<file path="src/verilog/dibs_pkg.sv">
/*
 * Package for the DMA isochronous buffer status block: register word
 * indices, reset values and field widths.
 * Assumes the APB slave decodes byte addresses with 32-bit words.
 */
package dibs_pkg;
    // Printed offsets are not all multiples of four: they are word indices
    localparam logic [15:0] IDX_CH1_WR_PTR_LOW = 16'hffb8;
    localparam logic [15:0] IDX_CH0_WR_PTR_LOW = 16'hffbc;
    localparam logic [15:0] IDX_CH0_BUF_BYTES_HIGH = 16'hffec;
    localparam logic [15:0] IDX_BULK_COUNT_HIGH = 16'hfff1;
    localparam logic [15:0] IDX_BULK_COUNT_LOW = 16'hfff2;
    localparam logic [15:0] IDX_CH1_BUF_BYTES_HIGH = 16'hfff4;
    // Companion registers named nearby
    localparam logic [15:0] IDX_CH0_BUF_BYTES_LOW = 16'hffeb;
    localparam logic [15:0] IDX_CH1_BUF_BYTES_LOW = 16'hfff3;
    localparam logic [15:0] IDX_CH0_WR_PTR_HIGH = 16'hffbb;
    localparam logic [15:0] IDX_CH1_WR_PTR_HIGH = 16'hffb7;
    localparam logic [15:0] IDX_CH0_RD_PTR_LOW = 16'hffba;
    localparam logic [15:0] IDX_CH1_RD_PTR_LOW = 16'hffb6;
    localparam logic [15:0] IDX_CH0_RD_PTR_HIGH = 16'hffb9;
    localparam logic [15:0] IDX_CH1_RD_PTR_HIGH = 16'hffb5;
    localparam int ADDR_W = 18;
    localparam int PTR_W = 11;
    localparam int CNT_W = 16;
    localparam logic [15:0] RST_COUNT = 16'h0000;
    localparam logic [10:0] RST_PTR = 11'h000;
endpackage

</file>
<file path="src/verilog/dibs_status.sv">
/*
 * DMA isochronous buffer status: per-channel buffer byte count latched at
 * start-of-frame, bulk packet count, and buffer pointers, read over APB.
 * Assumes the buffer manager and DMA pulse single-cycle byte strobes and
 * that all inputs are synchronous to i_ref_clk.
 */
// What this block does
// RL1 - Report sixteen-bit buffer byte count per channel
// RL2 - Latch byte count at start-of-frame, hold frame
// RL3 - Bulk packet count, read/write, resets to zero
// RL4 - Eleven-bit write pointer, low byte readable
// RL5 - Pointer reads anytime, without side effects
// RL6 - Write pointer consistent with DMA read pointer
// RL7 - Read pointer exposed as low and high bytes
// RL8 - Occupancy is write minus read, modulo 2048
`timescale 1ns/1ps
module dibs_status (
    input wire logic i_ref_clk,
    input wire logic i_rst,
    input wire logic i_clk_en,
    input wire logic i_psel,
    input wire logic i_penable,
    input wire logic i_pwrite,
    input wire logic [17:0] i_paddr,
    input wire logic [31:0] i_pwdata,
    input wire logic [3:0] i_pstrb,
    output logic [31:0] o_prdata,
    output logic o_pready,
    output logic o_pslverr,
    input wire logic i_sof,
    input wire logic [1:0] i_buf_write,
    input wire logic [1:0] i_dma_read,
    output logic [15:0] o_bulk_packet_count
);
    // Per-channel byte counters and the frame snapshot of their difference
    logic [10:0] buffer_write_pointer [2];
    logic [10:0] dma_read_pointer [2];
    logic [15:0] buf_bytes [2];
    // Software-owned bulk packet count
    logic [15:0] packet_tally;
    // Bus decode
    logic [15:0] word_idx;
    logic access_phase;
    logic read_armed;
    logic capture;
    logic bus_wr;
    logic wr_bulk_low;
    logic wr_bulk_high;
    // Read path
    logic shared_hit;
    logic [7:0] shared_rdata;
    logic hit;
    logic [7:0] next_rdata;
    logic [7:0] rdata;

    assign word_idx = i_paddr[17:2];
    assign access_phase = i_psel && i_penable;
    // The read word is taken at the first enabled edge of a transfer
    assign capture = i_clk_en && i_psel && !read_armed;
    assign bus_wr = access_phase && i_pwrite && o_pready;
    assign wr_bulk_low = bus_wr && i_pstrb[0]
        && (word_idx == dibs_pkg::IDX_BULK_COUNT_LOW);
    assign wr_bulk_high = bus_wr && i_pstrb[0]
        && (word_idx == dibs_pkg::IDX_BULK_COUNT_HIGH);

    generate
        for (genvar ch = 0; ch < 2; ch++) begin : g_ch
            localparam logic [15:0] IDX_BYTES_LOW = (ch == 0)
                ? dibs_pkg::IDX_CH0_BUF_BYTES_LOW
                : dibs_pkg::IDX_CH1_BUF_BYTES_LOW;
            localparam logic [15:0] IDX_BYTES_HIGH = (ch == 0)
                ? dibs_pkg::IDX_CH0_BUF_BYTES_HIGH
                : dibs_pkg::IDX_CH1_BUF_BYTES_HIGH;
            localparam logic [15:0] IDX_WR_LOW = (ch == 0)
                ? dibs_pkg::IDX_CH0_WR_PTR_LOW
                : dibs_pkg::IDX_CH1_WR_PTR_LOW;
            localparam logic [15:0] IDX_WR_HIGH = (ch == 0)
                ? dibs_pkg::IDX_CH0_WR_PTR_HIGH
                : dibs_pkg::IDX_CH1_WR_PTR_HIGH;
            localparam logic [15:0] IDX_RD_LOW = (ch == 0)
                ? dibs_pkg::IDX_CH0_RD_PTR_LOW
                : dibs_pkg::IDX_CH1_RD_PTR_LOW;
            localparam logic [15:0] IDX_RD_HIGH = (ch == 0)
                ? dibs_pkg::IDX_CH0_RD_PTR_HIGH
                : dibs_pkg::IDX_CH1_RD_PTR_HIGH;
            logic [10:0] occupancy;
            logic hit_here;
            logic [7:0] data_here;

            // Pointers advance only on their own strobes and wrap at 2048
            always_ff @(posedge i_ref_clk or posedge i_rst) begin
                if (i_rst) begin
                    buffer_write_pointer[ch] <= dibs_pkg::RST_PTR;
                end else if (i_clk_en && i_buf_write[ch]) begin
                    buffer_write_pointer[ch] <=
                        buffer_write_pointer[ch] + 11'h001; // RL4 RL6
                end
            end

            always_ff @(posedge i_ref_clk or posedge i_rst) begin
                if (i_rst) begin
                    dma_read_pointer[ch] <= dibs_pkg::RST_PTR;
                end else if (i_clk_en && i_dma_read[ch]) begin
                    dma_read_pointer[ch] <=
                        dma_read_pointer[ch] + 11'h001; // RL7 RL6
                end
            end

            // Eleven-bit arithmetic handles pointer wrap without extra logic
            assign occupancy = buffer_write_pointer[ch]
                - dma_read_pointer[ch]; // RL8

            // The snapshot stays still for a whole frame so software can
            // steer its audio rate from one consistent value
            always_ff @(posedge i_ref_clk or posedge i_rst) begin
                if (i_rst) begin
                    buf_bytes[ch] <= dibs_pkg::RST_COUNT;
                end else if (i_clk_en && i_sof) begin
                    buf_bytes[ch] <= {5'h00, occupancy}; // RL2 RL1
                end
            end

            // Reads are pure decode: nothing in the datapath moves on a read
            always_comb begin
                hit_here = 1'b1;
                data_here = 8'h00;
                case (word_idx)
                    IDX_BYTES_LOW: begin
                        data_here = buf_bytes[ch][7:0]; // RL1
                    end
                    IDX_BYTES_HIGH: begin
                        data_here = buf_bytes[ch][15:8]; // RL1
                    end
                    IDX_WR_LOW: begin
                        data_here = buffer_write_pointer[ch][7:0]; // RL4 RL5
                    end
                    IDX_WR_HIGH: begin
                        data_here = {5'h00, buffer_write_pointer[ch][10:8]};
                    end
                    IDX_RD_LOW: begin
                        data_here = dma_read_pointer[ch][7:0]; // RL7
                    end
                    IDX_RD_HIGH: begin
                        data_here = {5'h00, dma_read_pointer[ch][10:8]}; // RL7
                    end
                    default: begin
                        hit_here = 1'b0;
                    end
                endcase
            end
        end
    endgenerate

    // Bulk count halves live outside the per-channel map
    always_comb begin
        shared_hit = 1'b1;
        shared_rdata = 8'h00;
        case (word_idx)
            dibs_pkg::IDX_BULK_COUNT_LOW: begin
                shared_rdata = packet_tally[7:0]; // RL3
            end
            dibs_pkg::IDX_BULK_COUNT_HIGH: begin
                shared_rdata = packet_tally[15:8]; // RL3
            end
            default: begin
                shared_hit = 1'b0;
            end
        endcase
    end

    // Unselected sources give zero, so an OR merges them
    always_comb begin
        hit = shared_hit || g_ch[0].hit_here || g_ch[1].hit_here;
        next_rdata = shared_rdata | g_ch[0].data_here | g_ch[1].data_here;
    end

    // Armed once the read word is held; dropped as the transfer completes
    // so that a back-to-back setup arms again
    always_ff @(posedge i_ref_clk or posedge i_rst) begin
        if (i_rst) begin
            read_armed <= 1'b0;
        end else if (i_clk_en) begin
            if (!i_psel || (access_phase && read_armed)) begin
                read_armed <= 1'b0;
            end else begin
                read_armed <= 1'b1;
            end
        end
    end

    // Holding the word keeps read data still through the access phase
    // even while a pointer moves underneath it
    always_ff @(posedge i_ref_clk or posedge i_rst) begin
        if (i_rst) begin
            rdata <= 8'h00;
        end else if (capture) begin
            rdata <= next_rdata; // RL5
        end
    end

    always_ff @(posedge i_ref_clk or posedge i_rst) begin
        if (i_rst) begin
            packet_tally <= dibs_pkg::RST_COUNT; // RL3
        end else if (wr_bulk_low) begin
            packet_tally[7:0] <= i_pwdata[7:0]; // RL3
        end else if (wr_bulk_high) begin
            packet_tally[15:8] <= i_pwdata[7:0]; // RL3
        end
    end

    // No wait state while the clock enable stays high through setup and access;
    // a setup edge lost to a low enable costs one extra access cycle
    assign o_pready = i_clk_en && read_armed;
    assign o_pslverr = access_phase && !hit;
    assign o_prdata = {24'h000000, rdata};
    assign o_bulk_packet_count = packet_tally;
endmodule // dibs_status

</file>
<file path="config.mk">
export PLATFORM = sky130hd
export DESIGN_NAME = dibs_status
export DESIGN_NICKNAME = d
export VERILOG_FILES = /design/src/verilog/dibs_pkg.sv /design/src/verilog/dibs_status.sv
export SDC_FILE = /design/constraint.sdc
export NUM_CORES = 1
export LEC_CHECK = 0
export BUFFER_PORTS_ARGS = -buffer_cell sky130_fd_sc_hd__buf_2
export CAP_MARGIN = 30
export CORE_MARGIN = 2
export CORE_UTILIZATION = 50
export CTS_CLUSTER_SIZE = 28
export DETAILED_ROUTE_END_ITERATION = 6
export PLACE_DENSITY = 0.86
export SYNTH_ARGS = -nofsm -noshare
export SYNTH_HDL_FRONTEND = slang
export SYNTH_SLANG_ARGS = --single-unit
</file>
<file path="constraint.sdc">
create_clock -name i_ref_clk -period 2.3 [get_ports i_ref_clk]
set_input_delay 0.115 -clock i_ref_clk [delete_from_list [all_inputs] [get_ports i_ref_clk]]
set_output_delay 0.115 -clock i_ref_clk [all_outputs]
set_load 0.02 [all_outputs]
</file>
==> reports/metrics.cfg, run 1 <==
[pwr]
irDropWorstVdd_v=0.0007352
p_leak_nw=2.996
powerDensity_nw_per_um2=1011

[placed_design]
routabilityCongestion=0.9398
place_ws_ns=0.04133
placed_cell_area_um2=6188
hpwl_mm=11.64
port_buffers=61

[worst_setup_path]
cp.required_ns=2.53
cp.arrival_ns=2.45
worstPathCellList=inv_1 > ha_2 > fa_2 > nor2b_1 > o2111a_1 > o31ai_4 > a21boi_1 > or3_1 > a41o_1
cpLargestDelayFamily=compound AO/OA/AOI/OAI gates
start_kind=register
path_buf_inv=1
crit_fanout=3
critPathCaptureType=register
slowest_stage=dfrtp_1
cp_slowest_stage_delay_ns=0.38
crit_type=reg2reg

[layout]
drive_above_1_share_pct=21.62
nets=767
fin_util_pct=59.42
antenna-diode-count=0
syn2layout_area_growth_pct=14.89
fin_area_um2=6497

[synth]
synth_edf_count=0
yosysUniqueCellTypes=58
synthCells=592
yosysWarnings=0
synth_commonest_cells=91 x dfrtp_1, 60 x nand2_1, 43 x xnor2_1
async_reset_ff_share_pct=100.0
synth_seq_cells=91
ys.flop_type=dfrtp_1
yosysTopAreaCell=dfrtp_1
ys_top_cells_by_area=dfrtp_1 40%, xnor2_1 6.7%, mux2_2 5.8%
syn_avg_cell_area_um2=9.553
yosysMostFrequentCell=dfrtp_1
ys_seq_area_share_pct=40.27
syn_area_um2=5655
yosysTopAreaCellShare_pct=40.27

[grt]
grt_pass1_wl_mm=22.80
antenna_found_initial=0
grt.overflow.total=0
grtUsageTotal_pct=24.95
grt_max_degree=45
grt_pass1_vias=4582

[sta]
hold_slack_ns=0.02234
hold_viol=0
worstMarginPinSlew_ns=0.6863
setup_slack_ns=0.07938
fin_crit_ns=2.221
max_freq_mhz=450.3
finalSetupViolations=0
finalCritPeriodShare_pct=96.55
slew_headroom_pct=53.82
finalSetupTns_ns=0
report.final.slew_viol_count=0
fin_skew_ns=0.008820

[run]
maxCapViolCount=0

[outcome]
status=finished clean

[routing]
drt_iter0_drc=397
vias=4781
vias_per_cell=5.830
drc_errors=0
avgRoutedWirePerCell_um=17.95
drtAntennaViolNets=0
routed_wl_mm=14.72
dr.pass1.iters=5

[floorplan]
start_util_pct=51.72
boundaryPins=115
chipWidth_um=110.4
fp.dieH_um=110.4
dieArea_um2=12180
std_cell_rows=38
coreArea_um2=10940

[clocking]
cts_buffers=9
post_cts.repair.setup_buffers=0
cts_tree=yes
clock_sinks=91
cts_buffer_depth=2
clk_pin_slew_ns=0.06
worstSkewPairLatency_ns=0.34
cts_root_buf=clkbuf_16
cts_max_level=3

[min_path]
hold_path.class=in2reg

[placed cells by master, fill, tap and decap left out, types with 25 or more instances in the layout]
master / instances
buf_2: 61
buf_4: 25
dfrtp_1: 91
inv_1: 28
mux2_2: 29
nand2_1: 60
nand3_1: 33
nor2_1: 30
o21ai_0: 35
xnor2_1: 43
[metal layers]
metal / up-vias / GRT usage, % / part of all wire, %
li1: 2237 / - / -
met5: - / 0 / 0
met1: 2281 / 30.10 / 41
met3: 37 / 7.055 / 7.8
met4: 0 / 10.89 / 3.4
met2: 226 / 41.63 / 48
[state kept, by name (all words and copies together) (netlist names)]
name	cells
buffer_write_pointer	22
o_bulk_packet_count	16
rdata	8
buf_bytes	22
dma_read_pointer	22
read_armed	1
[worst paths after layout]
check	startpoint	end	slack [ns]	cells after the start
max in group asynchronous	i_rst	buf_bytes[2]$_DFFE_PP0P_	1.45	5
setup / recovery	buffer_write_pointer[11]$_DFFE_PP0P_	buf_bytes[24]$_DFFE_PP0P_	0.08	9
hold reg to reg	rdata[6]$_DFFE_PP0P_	rdata[6]$_DFFE_PP0P_	0.48	1
min in group asynchronous	i_rst	dma_read_pointer[4]$_DFFE_PP0P_	0.33	4
hold / removal	i_pwdata[0]	o_bulk_packet_count[8]$_DFFE_PP0P_	0.02	2
setup reg to reg	buffer_write_pointer[11]$_DFFE_PP0P_	buf_bytes[24]$_DFFE_PP0P_	0.08	9
[report_power, final]
part,switching [mW],internal (mW)
sequential,0.401,2.04
clock,0.590,0.722
combinational,1.54,1.28
[final cells by class]
cell class | count | area, um^2
multi-input combinational | 456 | 3129
fill | 912 | 4438
clock buffer | 10 | 229.0
inverter | 29 | 112.6
clock inverter | 5 | 31.28
sequential | 91 | 2277
timing repair buffer | 89 | 543.0
tap | 140 | 175.2
[cell families after synthesis]
| kind of cell | after synthesis | share of synthesized area (%) |
|---|---|---|
| other | 1 | 0.06631 |
| AO/OA/AOI/OAI | 116 | 13.45 |
| flip-flops | 91 | 40.27 |
| buffers and inverters | 68 | 6.261 |
| adder cells (fa/ha/maj) | 26 | 6.018 |
| AND/OR/NAND/NOR | 204 | 19.27 |
| multiplexers | 32 | 6.305 |
| XOR/XNOR | 54 | 8.363 |
[repair_timing]
action,CTS,global route
hold endpoints to repair,0,44
setup endpoints to repair,0,6
hold buffers,0,1
gates resized for setup,0,7
[through the flow]
stage	cells	total power [mW]
after floorplan	615	4.294
after detailed placement	803	5.180
after global routing	820	7.015
final	820	6.566
after global placement	803	5.002
after CTS	818	6.500
Note: power is estimated with default switching activity, not from simulation.
==> run 2, diff against run 1 <==
PLACE_DENSITY = 0.83   (was 0.86)
clock period = 2.81 ns   (was 2.3 ns; I/O delays follow)
==> reports/metrics.cfg, run 2 (same netlist as run 1, synthesis figures left out) <==
[outcome]
status=finished clean

[layout]
multi_input_area_um2=3110
nets=745
layout_commonest_cell=dfrtp_1
drive_above_1_share_pct=18.66
syn2layout_area_growth_pct=12.15
nFillCells=942
fin_area_um2=6342
layout_common_cells=91 x dfrtp_1, 61 x buf_2, 60 x nand2_1
seqCellArea_um2=2277
reg_top3=buf_bytes: 22 flops, buffer_write_pointer: 22 flops, dma_read_pointer: 22 flops
antenna-diode-count=0

[routing]
routed-wl-met3_um=991
drtAntennaViolNets=0
routed-wl-met2_mm=7.119
highest_layer=met4
vias_per_cell=5.845
wl_met1_mm=6.149
avgRoutedWirePerCell_um=18.51
dr.pass1.iters=5
drt_iter0_drc=448
routed_wl_mm=14.79
vias=4670
drc_errors=0

[worst_setup_path]
r2r_end=buf_bytes[8]$_DFFE_PP0P_
cp.required_ns=3.07
cp.arrival_ns=2.69
start_kind=register
r2r-start=buffer_write_pointer[0]$_DFFE_PP0P_
worstPathCellList=inv_1 > ha_1 > fa_1 > nor2b_1 > o21a_1 > o21ai_0 > a211oi_1 > nor3_1 > o31ai_1
endpoint=buf_bytes[8]$_DFFE_PP0P_
startpoint=buffer_write_pointer[0]$_DFFE_PP0P_
cp_slowest_stage_delay_ns=0.46
critPathCaptureType=register
rr_worst_depth=9
crit_fanout=5
slowest_stage=dfrtp_1
r2r_slack_ns=0.39
crit_type=reg2reg

[floorplan]
fp.dieH_um=110.4
std_cell_rows=38
coreArea_um2=10940
start_util_pct=51.72
dieArea_um2=12180
chipWidth_um=110.4
boundaryPins=115

[clocking]
clock_sinks=91
clk_pin_slew_ns=0.07
cts_root_buf=clkbuf_16
worstSkewPairLatency_ns=0.36
cts_buffers=9
cts_tree=yes
cts_max_level=3
cts_buffer_depth=2

[sta]
worstMarginPinSlew_ns=0.7723
report.final.slew_viol_count=0
slew_headroom_pct=48.04
grt_setup_unrepaired=false
max_freq_mhz=413.0
finalCritPeriodShare_pct=86.16
finalSetupViolations=0
hold_viol=0
fin_crit_ns=2.421
finalSetupTns_ns=0
fin_skew_ns=0.009578

[pwr]
sequentialPowerShare_pct=39.4
total_power_mw=5.334
combPwrFrac_pct=37.2
powerDensity_nw_per_um2=841.0
power_switching_mw=2.051
p_leak_nw=2.896
intPower_mw=3.283
clkPwrFrac_pct=23.4
irDropWorstVdd_v=0.0005910
p_sw_share_pct=38.44

[run]
maxCapViolCount=0

[placed_design]
placed_cell_area_um2=6028
port_buffers=61
routabilityCongestion=0.9991
hpwl_mm=11.18

[grt]
grtUsageTotal_pct=25.38
grt_pass1_vias=4518
antenna_found_initial=0
grt_max_degree=92
grt.overflow.total=0
grt_pass1_wl_mm=23.09

[min_path]
hold_path.class=in2reg

[run 2: cell type report]
| type | count | area share (%) |
|---|---|---|
| Timing Repair Buffer | 67 | 5.761 |
| Sequential cell | 91 | 35.90 |
| Clock inverter | 5 | 0.9667 |
| Tap cell | 140 | 2.762 |
| Clock buffer | 11 | 3.827 |
| Inverter | 29 | 1.736 |
| Multi-Input combinational cell | 456 | 49.04 |
[run 2: worst min-delay path by stage]
stage                      startpoint                              endpoint  slack, ns  cells after the start
final                     i_pwdata[7]   o_bulk_packet_count[15]$_DFFE_PP0P_       0.04                      2
after global routing      i_pwdata[0]    o_bulk_packet_count[8]$_DFFE_PP0P_       0.04                      2
after CTS                 i_pwdata[1]    o_bulk_packet_count[1]$_DFFE_PP0P_       0.04                      2
after detailed placement        i_rst      dma_read_pointer[14]$_DFFE_PP0P_       0.29                      3
after global placement          i_rst  buffer_write_pointer[14]$_DFFE_PP0P_       0.28                      3
after floorplan                i_psel                read_armed$_DFFE_PP0P_       0.29                      2
[run 2: per-stage QoR]
| stage | hold slack [ns] | instances | worst slack (ns) | utilization, % |
|---|---|---|---|---|
| 2_1_floorplan | 0.2874 | 615 | 0.3059 | - |
| 3_3_place_gp | 0.2800 | 782 | 0.4983 | 55.13 |
| 3_5_place_dp | 0.2858 | 782 | 0.4642 | 55.13 |
| 4_1_cts | 0.03538 | 799 | 0.4363 | 58.00 |
| 5_1_grt | 0.04144 | 799 | 0.2611 | 58.00 |
| 6_report | 0.03693 | 799 | 0.3888 | 58.00 |
[run 2: routing by layer]
layer,track usage (%),up-vias
met5,0,-
met1,32.74,2249
met2,41.37,190
met4,10.27,0
met3,5.761,45
li1,-,2186
[run 2: worst max-delay path: cells and delay by family (launching register included)]
family / cells / cell delay (ns)
AO/OA/AOI/OAI: 4 / 0.90
adder cells (fa/ha/maj): 2 / 0.64
buffers and inverters: 1 / 0.09
flip-flops: 1 / 0.46
AND/OR/NAND/NOR: 2 / 0.23
[run 2: what timing repair did]
item                      CTS  global route
hold endpoints to repair   91             0
hold buffers                1             0
setup buffers               0             0
gates resized for setup     0             0
[run 2: power by group through the flow]
stage	Clock (mW)	Sequential (mW)	Combinational, mW
6_report	1.25	2.10	1.98
3_3_place_gp	0	2.09	1.86
3_5_place_dp	0	2.12	1.95
4_1_cts	1.26	2.10	1.97
5_1_grt	1.31	2.15	2.23
2_1_floorplan	0	1.96	1.55
==> run 3, diff against run 2 <==
==> constraint.sdc (replaced) <==
create_clock -name i_ref_clk -period 2.81 [get_ports i_ref_clk]
set_input_delay 0.281 -clock i_ref_clk [delete_from_list [all_inputs] [get_ports i_ref_clk]]
set_output_delay 0.281 -clock i_ref_clk [all_outputs]
set_load 0.02 [all_outputs]
==> reports/metrics.cfg, run 3 (same netlist as run 1, synthesis figures left out) <==
[outcome]
status=finished clean

[routing]
drc_errors=0
dr.pass1.iters=5
drt_iter0_drc=396
routed_wl_mm=14.68
vias_per_cell=5.840
avgRoutedWirePerCell_um=18.37
vias=4666
drtAntennaViolNets=0

[sta]
max_freq_mhz=414.1
worstMarginPinSlew_ns=0.7940
fin_crit_ns=2.415
grt_setup_unrepaired=false
finalSetupViolations=0
fin_skew_ns=0.01170
slew_headroom_pct=47.01
finalSetupTns_ns=0
hold_viol=0
hold_slack_ns=0.04463
finalCritPeriodShare_pct=85.94
report.final.slew_viol_count=0

[clocking]
cts_tree=yes
cts_buffer_depth=2
cts_hold_buf=0
post_cts_resized=0
clock_sinks=91
post_cts.repair.setup_buffers=0
worstSkewPairLatency_ns=0.35
clk_pin_slew_ns=0.07
cts_root_buf=clkbuf_16
cts_max_level=3
cts_buffers=9

[worst_setup_path]
cp.arrival_ns=2.67
slowest_stage=dfrtp_1
startpoint=buffer_write_pointer[0]$_DFFE_PP0P_
critPathCaptureType=register
cp.required_ns=3.07
start_kind=register
cp_slowest_stage_delay_ns=0.47
worstPathCellList=inv_1 > ha_1 > fa_1 > nor2b_1 > o21a_1 > o21ai_0 > a211oi_1 > nor3_1 > o31ai_1
crit_type=reg2reg
path_buf_inv=1
r2r-start=buffer_write_pointer[0]$_DFFE_PP0P_
crit_fanout=5
cpLargestDelayFamily=compound AO/OA/AOI/OAI gates

[layout]
nets=745
layout_commonest_cell=dfrtp_1
antenna-diode-count=0
syn2layout_area_growth_pct=11.86
reg_top3=buf_bytes: 22 flops, buffer_write_pointer: 22 flops, dma_read_pointer: 22 flops
drive_above_1_share_pct=18.97
layout_common_cells=91 x dfrtp_1, 61 x buf_2, 60 x nand2_1
fin_area_um2=6326

[pwr]
p_leak_nw=2.895
irDropWorstVdd_v=0.0006263
powerDensity_nw_per_um2=839.0

[floorplan]
start_util_pct=51.72
dieArea_um2=12180
coreArea_um2=10940
std_cell_rows=38
boundaryPins=115
chipWidth_um=110.4
fp.dieH_um=110.4

[placed_design]
placed_cell_area_um2=6036
routabilityCongestion=0.9349
port_buffers=61
hpwl_mm=11.19

[grt]
antenna_found_initial=0
grt_pass1_vias=4447
grt_max_degree=48
grt_pass1_wl_mm=23.00
grt.overflow.total=0
grtUsageTotal_pct=25.37

[run]
maxCapViolCount=0

[min_path]
hold_path.class=in2async

==> run 3: cell count changes in the layout (fill, tap and decap cells not counted), sizes merged <==
cell         before  now
clkinv            1    4
buf              66   67
bufinv            1    0
clkinvlp          3    2
dlygate4sd3       1    0
inv              29   28
==> run 3: cell type report <==
| class | instances | area, um^2 |
|---|---|---|
| inverter | 29 | 110.1 |
| timing repair buffer | 67 | 362.8 |
| tap | 140 | 175.2 |
| clock buffer | 11 | 252.7 |
| fill | 953 | 4609 |
| clock inverter | 5 | 37.54 |
| multi-input combinational | 456 | 3110 |
| sequential | 91 | 2277 |
==> run 3: metal layers <==
layer | global-route usage, % | wire length, um
met5 | 0 | 0
met4 | 8.304 | 313
met3 | 5.585 | 1308
met2 | 41.76 | 7055
met1 | 33.32 | 6003
==> run 3: worst paths after layout <==
kind / end / slack [ns] / depth (start not counted)
setup / recovery: buf_bytes[8]$_DFFE_PP0P_ / 0.40 / 9
hold / removal: dma_read_pointer[1]$_DFFE_PP0P_ / 0.04 / 2
setup reg to reg: buf_bytes[8]$_DFFE_PP0P_ / 0.40 / 9
hold reg to reg: buf_bytes[5]$_DFFE_PP0P_ / 0.48 / 2
max in group asynchronous: buffer_write_pointer[11]$_DFFE_PP0P_ / 2.08 / 3
min in group i_ref_clk: o_bulk_packet_count[9]$_DFFE_PP0P_ / 0.18 / 2
==> run 3: stage by stage <==
step | utilization [%] | std cells | setup slack, ns | power (mW)
final | 57.85 | 799 | 0.3951 | 5.308
after global routing | 57.85 | 799 | 0.2219 | 5.670
after CTS | 57.85 | 799 | 0.4330 | 5.298
after detailed placement | 55.19 | 783 | 0.4432 | 4.085
after global placement | 55.19 | 783 | 0.4761 | 3.981
after floorplan | - | 615 | 0.1654 | 3.514
==> run 3: power breakdown <==
| group | internal (mW) | leakage (nW) | switching, mW |
|---|---|---|---|
| logic | 0.908 | 1.60 | 1.12 |
| registers | 1.67 | 1.16 | 0.432 |
| clock network | 0.649 | 0.138 | 0.526 |
| total | 3.22 | 2.90 | 2.08 |
